<file path="src/hw/mss_pkg.sv">
// Shared constants and types of the measurement scan sequencer
package mss_pkg;
  // Clock and slot timing
  localparam int unsigned CLK_PERIOD_NS = 10;
  localparam int unsigned SLOT_TIME_NS  = 711000;
  localparam int unsigned DIODE_TIME_NS = 2130000;
  localparam int unsigned SLOT_CYC      = SLOT_TIME_NS / CLK_PERIOD_NS;
  localparam int unsigned DIODE_CYC     = DIODE_TIME_NS / CLK_PERIOD_NS;
  localparam int unsigned TIMER_W       = 18;

  // Converter data
  localparam int unsigned CODE_W        = 8;
  localparam int unsigned ACC_W         = 12;
  localparam int unsigned AVG_SHIFT     = 4;
  localparam logic [4:0]  AVG_SAMPLES   = 5'h10;
  localparam logic [4:0]  BAT_SAMPLES   = 5'h01;
  localparam logic [7:0]  NOMINAL_CODE  = 8'hC0;

  // Channel indexes in scan order
  localparam int unsigned CH_W              = 5;
  localparam logic [4:0] CH_ANALOG_FIRST    = 5'h00;
  localparam logic [4:0] CH_PAIR_LO         = 5'h08;
  localparam logic [4:0] CH_PAIR_HI         = 5'h09;
  localparam logic [4:0] CH_PLUS5           = 5'h0A;
  localparam logic [4:0] CH_MINUS12         = 5'h0B;
  localparam logic [4:0] CH_PLUS12          = 5'h0C;
  localparam logic [4:0] CH_CORE_RAIL       = 5'h0D;
  localparam logic [4:0] CH_MAIN_RAIL       = 5'h0E;
  localparam logic [4:0] CH_STANDBY_RAIL    = 5'h0F;
  localparam logic [4:0] CH_BATTERY         = 5'h10;
  localparam logic [4:0] CH_LOCAL_TEMP      = 5'h11;
  localparam logic [4:0] CH_REMOTE_ONE      = 5'h12;
  localparam logic [4:0] CH_REMOTE_TWO      = 5'h13;
  localparam logic [4:0] CH_LAST            = 5'h13;

  // Value register addresses
  localparam int unsigned ADDR_W            = 5;
  localparam int unsigned MEM_DEPTH         = 32;
  localparam logic [4:0] ADDR_LOCAL_TEMP    = 5'h1F;

  typedef enum logic [1:0] {
    MSS_IDLE,
    MSS_START,
    MSS_SLOT,
    MSS_WRITE
  } mss_state_e;

  // Command to the analog front end
  typedef struct packed {
    logic [4:0] mux_sel;
    logic       remote_mode;
    logic       bat_leg_on;
  } mss_conv_cmd_s;

  localparam mss_conv_cmd_s CMD_RESET = '{5'h00, 1'b0, 1'b0};
endpackage

</file>
<file path="src/hw/mss_value_ram.sv">
// Channel value registers, one write port and a registered read port
`timescale 1ns/1ns
module mss_value_ram (
  // Clock
  input  wire logic                       clk,
  // Write side
  input  wire logic                       we,
  input  wire logic [mss_pkg::ADDR_W-1:0] waddr,
  input  wire logic [mss_pkg::CODE_W-1:0] wdata,
  // Read side
  input  wire logic [mss_pkg::ADDR_W-1:0] raddr,
  output      logic [mss_pkg::CODE_W-1:0] rdata_q
);
  import mss_pkg::*;

  logic [CODE_W-1:0] mem [MEM_DEPTH];

  always_ff @(posedge clk) begin
    if (we) begin
      mem[waddr] <= wdata;
    end
  end

  always_ff @(posedge clk) begin
    rdata_q <= mem[raddr];
  end
endmodule

</file>
<file path="src/hw/mss_scan_seq.sv">
// Round-robin scan, averaging and result storage for the monitor converter
// How it works
// - voltage results are unsigned 8-bit codes up to 255, temperature codes are signed.
// - attenuated supply inputs read code 192 at their nominal rail.
// - one analog or local temperature sample is taken per 711 us slot.
// - analog and local channels average 16 samples into one reading.
// - a remote diode sample takes 2.13 ms and 16 of them are averaged.
// - channels are visited in fixed round-robin order while enabled.
// - the battery channel takes one sample per scan with no averaging.
// - the battery attenuator leg is connected only in the battery slot.
// - a full scan takes about 240 ms (about 228 ms in pair analog mode) with one battery slot inside it.
// - the scan covers all three board rails and die temperature as well.
// - one input pair is either two analog inputs or a second diode.
// - the pair mode follows bit 3 of configuration register 00h.
// - the averaged local temperature goes to value register 1Fh.
`timescale 1ns/1ns
module mss_scan_seq #(
  parameter int unsigned SLOT_CYCLES  = mss_pkg::SLOT_CYC,
  parameter int unsigned DIODE_CYCLES = mss_pkg::DIODE_CYC
) (
  // Clock and reset
  input  wire logic                       clk,
  input  wire logic                       reset,
  // Control
  input  wire logic                       conv_enable,
  input  wire logic                       pair_analog_mode,
  // Converter
  input  wire logic [mss_pkg::CODE_W-1:0] conv_code,
  output      mss_pkg::mss_conv_cmd_s     conv_cmd_q,
  output      logic                       conv_start_q,
  // Status
  output      logic                       busy_q,
  output      logic                       scan_done_q,
  // Value read port
  input  wire logic [mss_pkg::ADDR_W-1:0] rd_addr,
  output      logic [mss_pkg::CODE_W-1:0] rd_data_q
);
  import mss_pkg::*;

  mss_state_e         state_q;
  logic [CH_W-1:0]    chan_q;
  logic [CH_W-1:0]    chan_d;
  logic [TIMER_W-1:0] timer_q;
  logic [4:0]         samp_q;
  logic [4:0]         samp_need;
  logic [ACC_W-1:0]   acc_q;
  logic [ACC_W-1:0]   code_ext;
  logic               is_remote;
  logic               is_temp;
  logic               slot_end;
  logic               mem_we;
  logic [ADDR_W-1:0]  mem_addr;
  logic [CODE_W-1:0]  mem_wdata;
  logic [4:0]         nslots_q;

  assign is_remote = (chan_q == CH_REMOTE_ONE) || (chan_q == CH_REMOTE_TWO);
  assign is_temp   = is_remote || (chan_q == CH_LOCAL_TEMP);
  assign samp_need = (chan_q == CH_BATTERY) ? BAT_SAMPLES : AVG_SAMPLES;
  assign slot_end  = (state_q == MSS_SLOT) && (timer_q == '0);
  // temperature codes are signed, voltages unsigned
  assign code_ext  = is_temp ? {{(ACC_W-CODE_W){conv_code[CODE_W-1]}},
                                conv_code}
                             : {{(ACC_W-CODE_W){1'b0}}, conv_code};

  // Next channel in the fixed order, skipping what the pair mode excludes
  // full order, mode input
  always_comb begin
    chan_d = (chan_q == CH_LAST) ? CH_ANALOG_FIRST : chan_q + 5'h01;
    // pair inputs only scanned in analog mode
    if (!pair_analog_mode && (chan_d == CH_PAIR_LO)) begin
      chan_d = CH_PLUS5;
    end
    // analog mode drops the second diode slot
    if (pair_analog_mode && (chan_d == CH_REMOTE_TWO)) begin
      chan_d = CH_ANALOG_FIRST;
    end
  end

  // Sequencer state
  always_ff @(posedge clk) begin
    if (reset) begin
      state_q <= MSS_IDLE;
    end else begin
      unique case (state_q)
        MSS_IDLE: begin
          if (conv_enable) begin
            state_q <= MSS_START;
          end
        end
        MSS_START: begin
          state_q <= MSS_SLOT;
        end
        MSS_SLOT: begin
          if (slot_end) begin
            state_q <= (samp_q + 5'h01 == samp_need) ? MSS_WRITE : MSS_START;
          end
        end
        MSS_WRITE: begin
          // Stopping only at channel boundaries keeps averages whole
          state_q <= conv_enable ? MSS_START : MSS_IDLE;
        end
      endcase
    end
  end

  // channel pointer advances after each result
  always_ff @(posedge clk) begin
    if (reset) begin
      chan_q <= CH_ANALOG_FIRST;
    end else if (state_q == MSS_WRITE) begin
      chan_q <= chan_d;
    end
  end

  // slot timer, longer for remote diodes
  always_ff @(posedge clk) begin
    if (reset) begin
      timer_q <= '0;
    end else if (state_q == MSS_START) begin
      timer_q <= is_remote ? TIMER_W'(DIODE_CYCLES - 1)
                           : TIMER_W'(SLOT_CYCLES - 1);
    end else if (state_q == MSS_SLOT && timer_q != '0) begin
      timer_q <= timer_q - 1'b1;
    end
  end

  // accumulate samples of the current channel
  always_ff @(posedge clk) begin
    if (reset) begin
      acc_q  <= '0;
      samp_q <= '0;
    end else if (state_q == MSS_WRITE) begin
      acc_q  <= '0;
      samp_q <= '0;
    end else if (slot_end) begin
      acc_q  <= acc_q + code_ext;
      samp_q <= samp_q + 5'h01;
    end
  end

  // Front end command; held stable for the whole slot
  always_ff @(posedge clk) begin
    if (reset) begin
      conv_cmd_q <= CMD_RESET;
    end else if (state_q == MSS_START) begin
      conv_cmd_q.mux_sel     <= chan_q;
      conv_cmd_q.remote_mode <= is_remote;
      // leg switched in for the battery slot only
      conv_cmd_q.bat_leg_on  <= (chan_q == CH_BATTERY);
    end else if (slot_end || state_q != MSS_SLOT) begin
      // Drop at slot end so the leg is already off in the write cycle
      conv_cmd_q.bat_leg_on  <= 1'b0;
    end
  end

  always_ff @(posedge clk) begin
    if (reset) begin
      conv_start_q <= 1'b0;
      busy_q       <= 1'b0;
    end else begin
      conv_start_q <= (state_q == MSS_START);
      busy_q       <= (state_q != MSS_IDLE);
    end
  end

  // one pulse per completed scan, on wrap to the first channel
  always_ff @(posedge clk) begin
    if (reset) begin
      scan_done_q <= 1'b0;
    end else begin
      scan_done_q <= (state_q == MSS_WRITE) && (chan_d == CH_ANALOG_FIRST);
    end
  end

  // one write with the finished average
  assign mem_we    = (state_q == MSS_WRITE);
  // local temperature lands at its fixed address
  assign mem_addr  = (chan_q == CH_LOCAL_TEMP) ? ADDR_LOCAL_TEMP : chan_q;
  // codes stored unscaled, nominal rails read NOMINAL_CODE
  assign mem_wdata = (chan_q == CH_BATTERY) ? acc_q[CODE_W-1:0]
                                            : acc_q[ACC_W-1:AVG_SHIFT];

  mss_value_ram u_ram (
    .clk     (clk),
    .we      (mem_we),
    .waddr   (mem_addr),
    .wdata   (mem_wdata),
    .raddr   (rd_addr),
    .rdata_q (rd_data_q)
  );

  // Slots seen per channel, for checking only
  always_ff @(posedge clk) begin
    if (reset || state_q == MSS_WRITE) begin
      nslots_q <= '0;
    end else if (state_q == MSS_START) begin
      nslots_q <= nslots_q + 5'h01;
    end
  end

  chk_bat_leg_slot: assert property (
    @(posedge clk) disable iff (reset)
    conv_cmd_q.bat_leg_on |->
      (conv_cmd_q.mux_sel == CH_BATTERY) && (state_q == MSS_SLOT))
    else $error("battery leg on outside battery slot");

  chk_avg_count: assert property (
    @(posedge clk) disable iff (reset)
    (mem_we && chan_q != CH_BATTERY) |-> (nslots_q == AVG_SAMPLES))
    else $error("average written with wrong sample count");

  chk_bat_single: assert property (
    @(posedge clk) disable iff (reset)
    (mem_we && chan_q == CH_BATTERY) |-> (nslots_q == BAT_SAMPLES))
    else $error("battery not single sample");

  chk_write_once: assert property (
    @(posedge clk) disable iff (reset)
    mem_we |=> !mem_we)
    else $error("value written twice in a row");

  chk_local_addr: assert property (
    @(posedge clk) disable iff (reset)
    (mem_we && chan_q == CH_LOCAL_TEMP) |-> (mem_addr == 5'h1F))
    else $error("local temperature at wrong address");

  chk_pair_mode: assert property (
    @(posedge clk) disable iff (reset)
    (state_q == MSS_WRITE && pair_analog_mode) |=>
      (chan_q != CH_REMOTE_TWO))
    else $error("second diode scanned in analog mode");

  chk_slot_start: assert property (
    @(posedge clk) disable iff (reset)
    (state_q == MSS_START) |=> conv_start_q ##1 !conv_start_q)
    else $error("slot start pulse malformed");

  chk_round_robin: assert property (
    @(posedge clk) disable iff (reset)
    (state_q == MSS_WRITE) |=> (chan_q != $past(chan_q)))
    else $error("channel did not advance");

  chk_scan_wrap: assert property (
    @(posedge clk) disable iff (reset)
    scan_done_q |-> (chan_q == CH_ANALOG_FIRST))
    else $error("scan done without wrap");
endmodule

</file>
<file path="config.mk">
export PLATFORM = sky130hd
export DESIGN_NAME = mss_scan_seq
export DESIGN_NICKNAME = d
export VERILOG_FILES = /design/src/hw/mss_pkg.sv /design/src/hw/mss_value_ram.sv /design/src/hw/mss_scan_seq.sv
export SDC_FILE = /design/constraint.sdc
export NUM_CORES = 1
export LEC_CHECK = 0
export ABC_AREA = 1
export BUFFER_PORTS_ARGS = -buffer_cell sky130_fd_sc_hd__buf_2
export CAP_MARGIN = 0
export CELL_PAD_IN_SITES_DETAIL_PLACEMENT = 1
export CELL_PAD_IN_SITES_GLOBAL_PLACEMENT = 1
export CORE_ASPECT_RATIO = 0.75
export CORE_UTILIZATION = 56
export CTS_BUF_LIST = sky130_fd_sc_hd__clkbuf_8
export CTS_CLUSTER_DIAMETER = 150
export DETAILED_ROUTE_END_ITERATION = 16
export PLACE_DENSITY = 0.94
export SYNTH_ARGS = -nofsm -noshare
export SYNTH_HDL_FRONTEND = slang
export SYNTH_SLANG_ARGS = --single-unit
</file>
<file path="constraint.sdc">
create_clock -name clk -period 4.44 [get_ports clk]
set_input_delay 0.888 -clock clk [delete_from_list [all_inputs] [get_ports clk]]
set_output_delay 0.888 -clock clk [all_outputs]
set_load 0.02 [all_outputs]
</file>
; ---- Yosys cells after proc, flatten, opt, wreduce, memory -nomap -nowiden
; Memories as Yosys holds them, arrays and structs flattened. A register that Yosys moved wholly into a read port is not among the register bits.
; Index checks and enable logic that the tools add are counted.
[op_classes]
add_sub_neg = 4
eq_ne = 13
mux = 19
n_reduce_logical = 18
[op_table]
columns = cell, n
row1 = $mux 18, 3
row2 = $eq 5x5->1 const B, 5
row3 = $mux 5, 5
row4 = $logic_not 18->1, 1
row5 = $reduce_bool 18->1, 1
row6 = $sub 18x1->18 const B, 1
row7 = $add 12x12->12, 1
row8 = $mux 12, 1
row9 = $add 5x1->5 const B, 2
row10 = $mux 8, 1
row11 = $pmux 2 s4, 1
row12 = $mux 2, 3
row13 = $ne 2x2->1 const B, 3
row14 = $reduce_bool 2->1, 3
row15 = $eq 5x4->1 const B, 1
row16 = $eq 5x5->1, 1
row17 = $logic_and 1x1->1, 5
row18 = $logic_not 5->1, 1
row19 = $mux 1, 5
row20 = $eq 2x2->1 const B, 2
row21 = $logic_or 1x1->1, 3
row22 = $eq 2x1->1 const B, 1
row23 = $logic_not 2->1, 1
row24 = $reduce_and 2->1, 1
row25 = 2 further kinds, 2
[word_totals]
register_bits = 52
ram_bits = 256
input_bits = 17
output_inout_bits = 18
elab_cells = 66
n_memories = 1
[mem_list]
columns = name, depth, word_bits, rd, rd_ports_with_merged_regs, wr, line
row1 = u_ram.mem, 32, 8, 1, 1, 1, mss_value_ram.sv:16  ; logic [CODE_W-1:0] mem [MEM_DEPTH];

; ---- Logic depth before layout (Yosys ltp)
[depth]
depth_word = 10
depth_mapped = 16
ltp_nobuf = 16

; ---- Cells and area by module
; A second synthesis with hierarchy kept.
[hier_totals]
cells_unflattened = 1417
hier_area_um2 = 14097.3
[by_module_without_submodules]
columns = module, n_inst, cells_per_inst, area_each_um2
row1 = mss_value_ram, 1, 922, 10786.6
row2 = mss_scan_seq, 1, 495, 3310.7

; ---- Least setup slack after synthesis
; No wires, ideal clock.
[synth_path]
path_kind = flip-flop to flip-flop
startpoint = register chan_q[0]
endpoint = memory u_ram.mem[0][7] (data pin)
setup_time_ns = 0.454
arrival_ns = 2.426
required_ns = 3.986
slack_ns = 1.560
path_stages_with_launch = 7
cell_sequence = dfxtp_1 inv_1 ha_1 nand2_1 buf_2 inv_1 o21ai_0
[synth_between]
elab_chain_len = 2
[synth_rtl]
columns = element, line
row1 = start: declaration, mss_scan_seq.sv:41  ; logic [CH_W-1:0] chan_q;
row2 = start signal: assignment, mss_scan_seq.sv:111  ; chan_q <= chan_d;
row3 = $eq 5x5->1, mss_scan_seq.sv:180  ; assign mem_wdata = (chan_q == CH_BATTERY) ? acc_q[CODE_W-1:0]
row4 = $mux 8, mss_scan_seq.sv:180
row5 = via mem_wdata[7], mss_scan_seq.sv:53  ; logic [CODE_W-1:0] mem_wdata;
row6 = end: declaration, mss_value_ram.sv:16
; The timed path passes the listed nets, and every way through them passes these cells.

; ---- Worst setup path in the final report
[layout_path]
startpoint = register chan_q[3]
endpoint = memory u_ram.mem[30][0] (data pin)
; The elaborated chain is that of the path after synthesis.

==> results.py <==
metrics = {
    "floorplanning": {
        "num_rows": 49,
        "fp.coreArea_sq_um": 24100,
        "ios": 35,
        "start_util": 0.574,
        "die-area_sq_um": 25300,
        "die_h_microns": 138,
        "die_w_microns": 183,
    },
    "hold_path": {
        "whs_path_depth": 2,
        "hold_path_class": "reg2reg",
        "worstHoldStart": "conv_cmd_q[4]",
        "whs_endpoint": "conv_cmd_q[4]",
    },
    "timing": {
        "min_period_over_period": 0.756,
        "relSlewSlack": 0.0443,
        "fmax_mhz": 298,
        "tightest_slew_ps": 1430,
        "hold_viol": 0,
        "final.setup.tns_ps": 0,
        "worst_slack_ps": 1080,
        "finClkSkew_ps": 24.8,
        "hold_slack_ps": 496,
        "setup_viol": 0,
        "rsz0062_at_grt": "no",
        "finalCriticalPeriod_ps": 3360,
        "drv_slew": 0,
    },
    "placement": {
        "place_area_sq_um": 14200,
        "place.gp.congestion": 0.847,
        "io_buffer_count": 34,
        "dp_hpwl_microns": 26300,
        "dp_slack_ps": 1160,
    },
    "yosys": {
        "netlist-cell-type-count": 40,
        "syn_area_sq_um": 13800,
        "ys_ff_latch": 316,
        "synthCells": 1277,
        "postSynthAreaPerCell_sq_um": 10.8,
        "synth_nets": 1313,
        "yosysSeqAreaShare": 0.643,
        "ys_warn_count": 0,
    },
    "clock_network": {
        "cts_buffers": 49,
        "hold_buffers": 0,
        "cts_setup_buffers": 0,
        "cts_root_buf": "clkbuf_8",
        "clk_pin_slew_ps": 60,
        "cts_max_level": 2,
        "clkLatencyLatePin_ps": 580,
        "max-clock-path-buffers": 3,
        "cts_resized": 0,
        "cts_tree": "built",
        "numClockSinks": 316,
    },
    "critical_path": {
        "cp_max_fo": 32,
        "critPathArrivalTime_ps": 3510,
        "critPathRequiredTime_ps": 4600,
        "r2r-end": "u_ram.mem[30][0]",
        "ff2ff_setup_slack_ps": 1080,
        "path_class": "reg2reg",
        "startpoint_type": "flip-flop",
        "end_kind": "flip-flop",
        "r2r_cells": 7,
        "reg2reg_from": "chan_q[3]",
    },
    "power": {
        "p_comb_frac": 0.135,
        "peakVddDrop_uv": 301,
        "seqPwrFrac": 0.495,
        "p_leak_nw": 5.67,
        "internal_power_w": 0.00479,
        "p_per_area_nw_per_um2": 435,
        "p_sw_w": 0.00183,
        "p_sw_frac": 0.276,
        "pwr-share-clk": 0.370,
    },
    "detailed_routing": {
        "met2_length_microns": 20400,
        "drc_errors": 0,
        "vias": 10400,
        "highest_layer": "met4",
        "wl_per_cell_microns": 24.7,
        "drt-met1-wl_microns": 16900,
        "ant_nets": 0,
        "drt_wl_total_microns": 41500,
        "route.met3.wl_microns": 2740,
        "drt_iter0_drc": 1214,
        "drtPass1Iterations": 5,
        "vias_per_cell": 6.20,
    },
    "layout": {
        "final_cell_mix": "edfxtp_1 (256), nor2_1 (214), nand2_1 (205)",
        "fillers": 2558,
        "stdcell_area_sq_um": 15200,
        "drive_gt1_frac": 0.111,
        "area_growth_pct": 10.1,
        "mostFrequentLayoutCell": "edfxtp_1",
        "final_nets": 1344,
        "utilization": 0.632,
    },
    "outcome": {
        "status": "completed",
    },
    "global_routing": {
        "globalRouteOverflowTotal": 0,
        "grt_max_degree": 129,
        "antenna_found_initial": 1,
        "grt_pass1_vias": 11000,
        "grt_pass1_wl_microns": 63400,
        "grtUsageTotal": 0.334,
    },
    "job": {
        "cap_violations": 0,
    },
}
worst max-delay path, stage by stage (launching register included):
cell and delay (ps):
dfxtp_1 400, inv_2 200, nand2_1 120, nor2_2 240, nand2_1 390, inv_1 410
nand2_1 120, nand2_1 1050
area by class of cell:
class / instances / area [sq um] / area share
Clock buffer: 65 / 895 / 0.0587
Tap cell: 331 / 414 / 0.0272
Multi-Input combinational cell: 831 / 4420 / 0.290
Sequential cell: 316 / 8890 / 0.584
Timing Repair Buffer: 43 / 253 / 0.0166
Inverter: 67 / 254 / 0.0167
Clock inverter: 26 / 106 / 0.00698
Antenna cell: 1 / 2.50 / 0.000164
cell usage after synthesis, drive strengths merged:
cell,count,share of area
edfxtp,256,0.56
o221ai,64,0.041
nand3b,1,0.00054
o21ai,99,0.036
o21bai,66,0.036
o21a,1,0.00054
dfxtp,60,0.087
xor2,9,0.0057
nand2,214,0.061
fa,1,0.0014
or2,1,0.00045
nor2b,1,0.00045
nor2,223,0.065
o32ai,1,0.00063
and2,1,0.00045
o22ai,2,0.00090
nor3,6,0.0025
ha,18,0.016
inv,66,0.018
clkinv,1,0.00036
a21oi,37,0.016
a21o,2,0.0011
buf,25,0.010
nand4,6,0.0038
nand3,74,0.027
xnor2,4,0.0025
clkbuf,38,0.010
metal layers:
metal | vias to the layer above | track usage
li1 | 4595 | -
met1 | 5212 | 0.433
met2 | 481 | 0.565
met3 | 120 | 0.0543
met4 | 0 | 0.127
met5 | - | 0
registers in the layout (all words and copies together) (netlist names):
register	flops
timer_q	18
conv_start_q	1
scan_done_q	1
u_ram.rdata_q	8
chan_q	5
conv_cmd_q	7
u_ram.mem	256
busy_q	1
samp_q	5
acc_q	12
state_q	2
worst max path at each step:
| stage | startpoint | end | slack, ps | cells after the start |
|---|---|---|---|---|
| after floorplan | chan_q[0] | u_ram.mem[0][7] | 1560 | 6 |
| after global placement | rd_addr[0] | u_ram.rdata_q[7] | 1410 | 9 |
| after detailed placement | chan_q[0] | u_ram.mem[3][7] | 1160 | 5 |
| after CTS | chan_q[0] | u_ram.mem[28][7] | 1130 | 5 |
| after global routing | chan_q[3] | u_ram.mem[30][0] | 970 | 7 |
| final | chan_q[3] | u_ram.mem[30][0] | 1080 | 7 |
cells by family (layout without fill, tap and decap cells):
| group | after synthesis | after routing | synth area share |
|---|---|---|---|
| buffers and inverters | 130 | 201 | 0.0392 |
| XOR/XNOR | 13 | 13 | 0.00823 |
| adder cells (fa/ha/maj) | 19 | 19 | 0.0177 |
| AND/OR/NAND/NOR | 527 | 527 | 0.161 |
| flip-flops | 316 | 316 | 0.643 |
| AO/OA/AOI/OAI | 272 | 272 | 0.131 |
| other | 0 | 1 | 0 |
metrics by stage:
step | total power (W) | std cells
final | 0.00663 | 1680
after global routing | 0.00682 | 1680
after CTS | 0.00661 | 1679
after detailed placement | 0.00418 | 1588
after global placement | 0.00411 | 1588
after floorplan | 0.00393 | 1277
power by group through the flow:
stage,combinational [W],clock (W),sequential (W)
6_report,0.000893,0.00245,0.00328
5_1_grt,0.000956,0.00258,0.00328
4_1_cts,0.000872,0.00246,0.00328
3_5_place_dp,0.000845,0,0.00334
3_3_place_gp,0.000772,0,0.00333
2_1_floorplan,0.000593,0,0.00334
No activity file was read; power rests on OpenSTA's default activity.
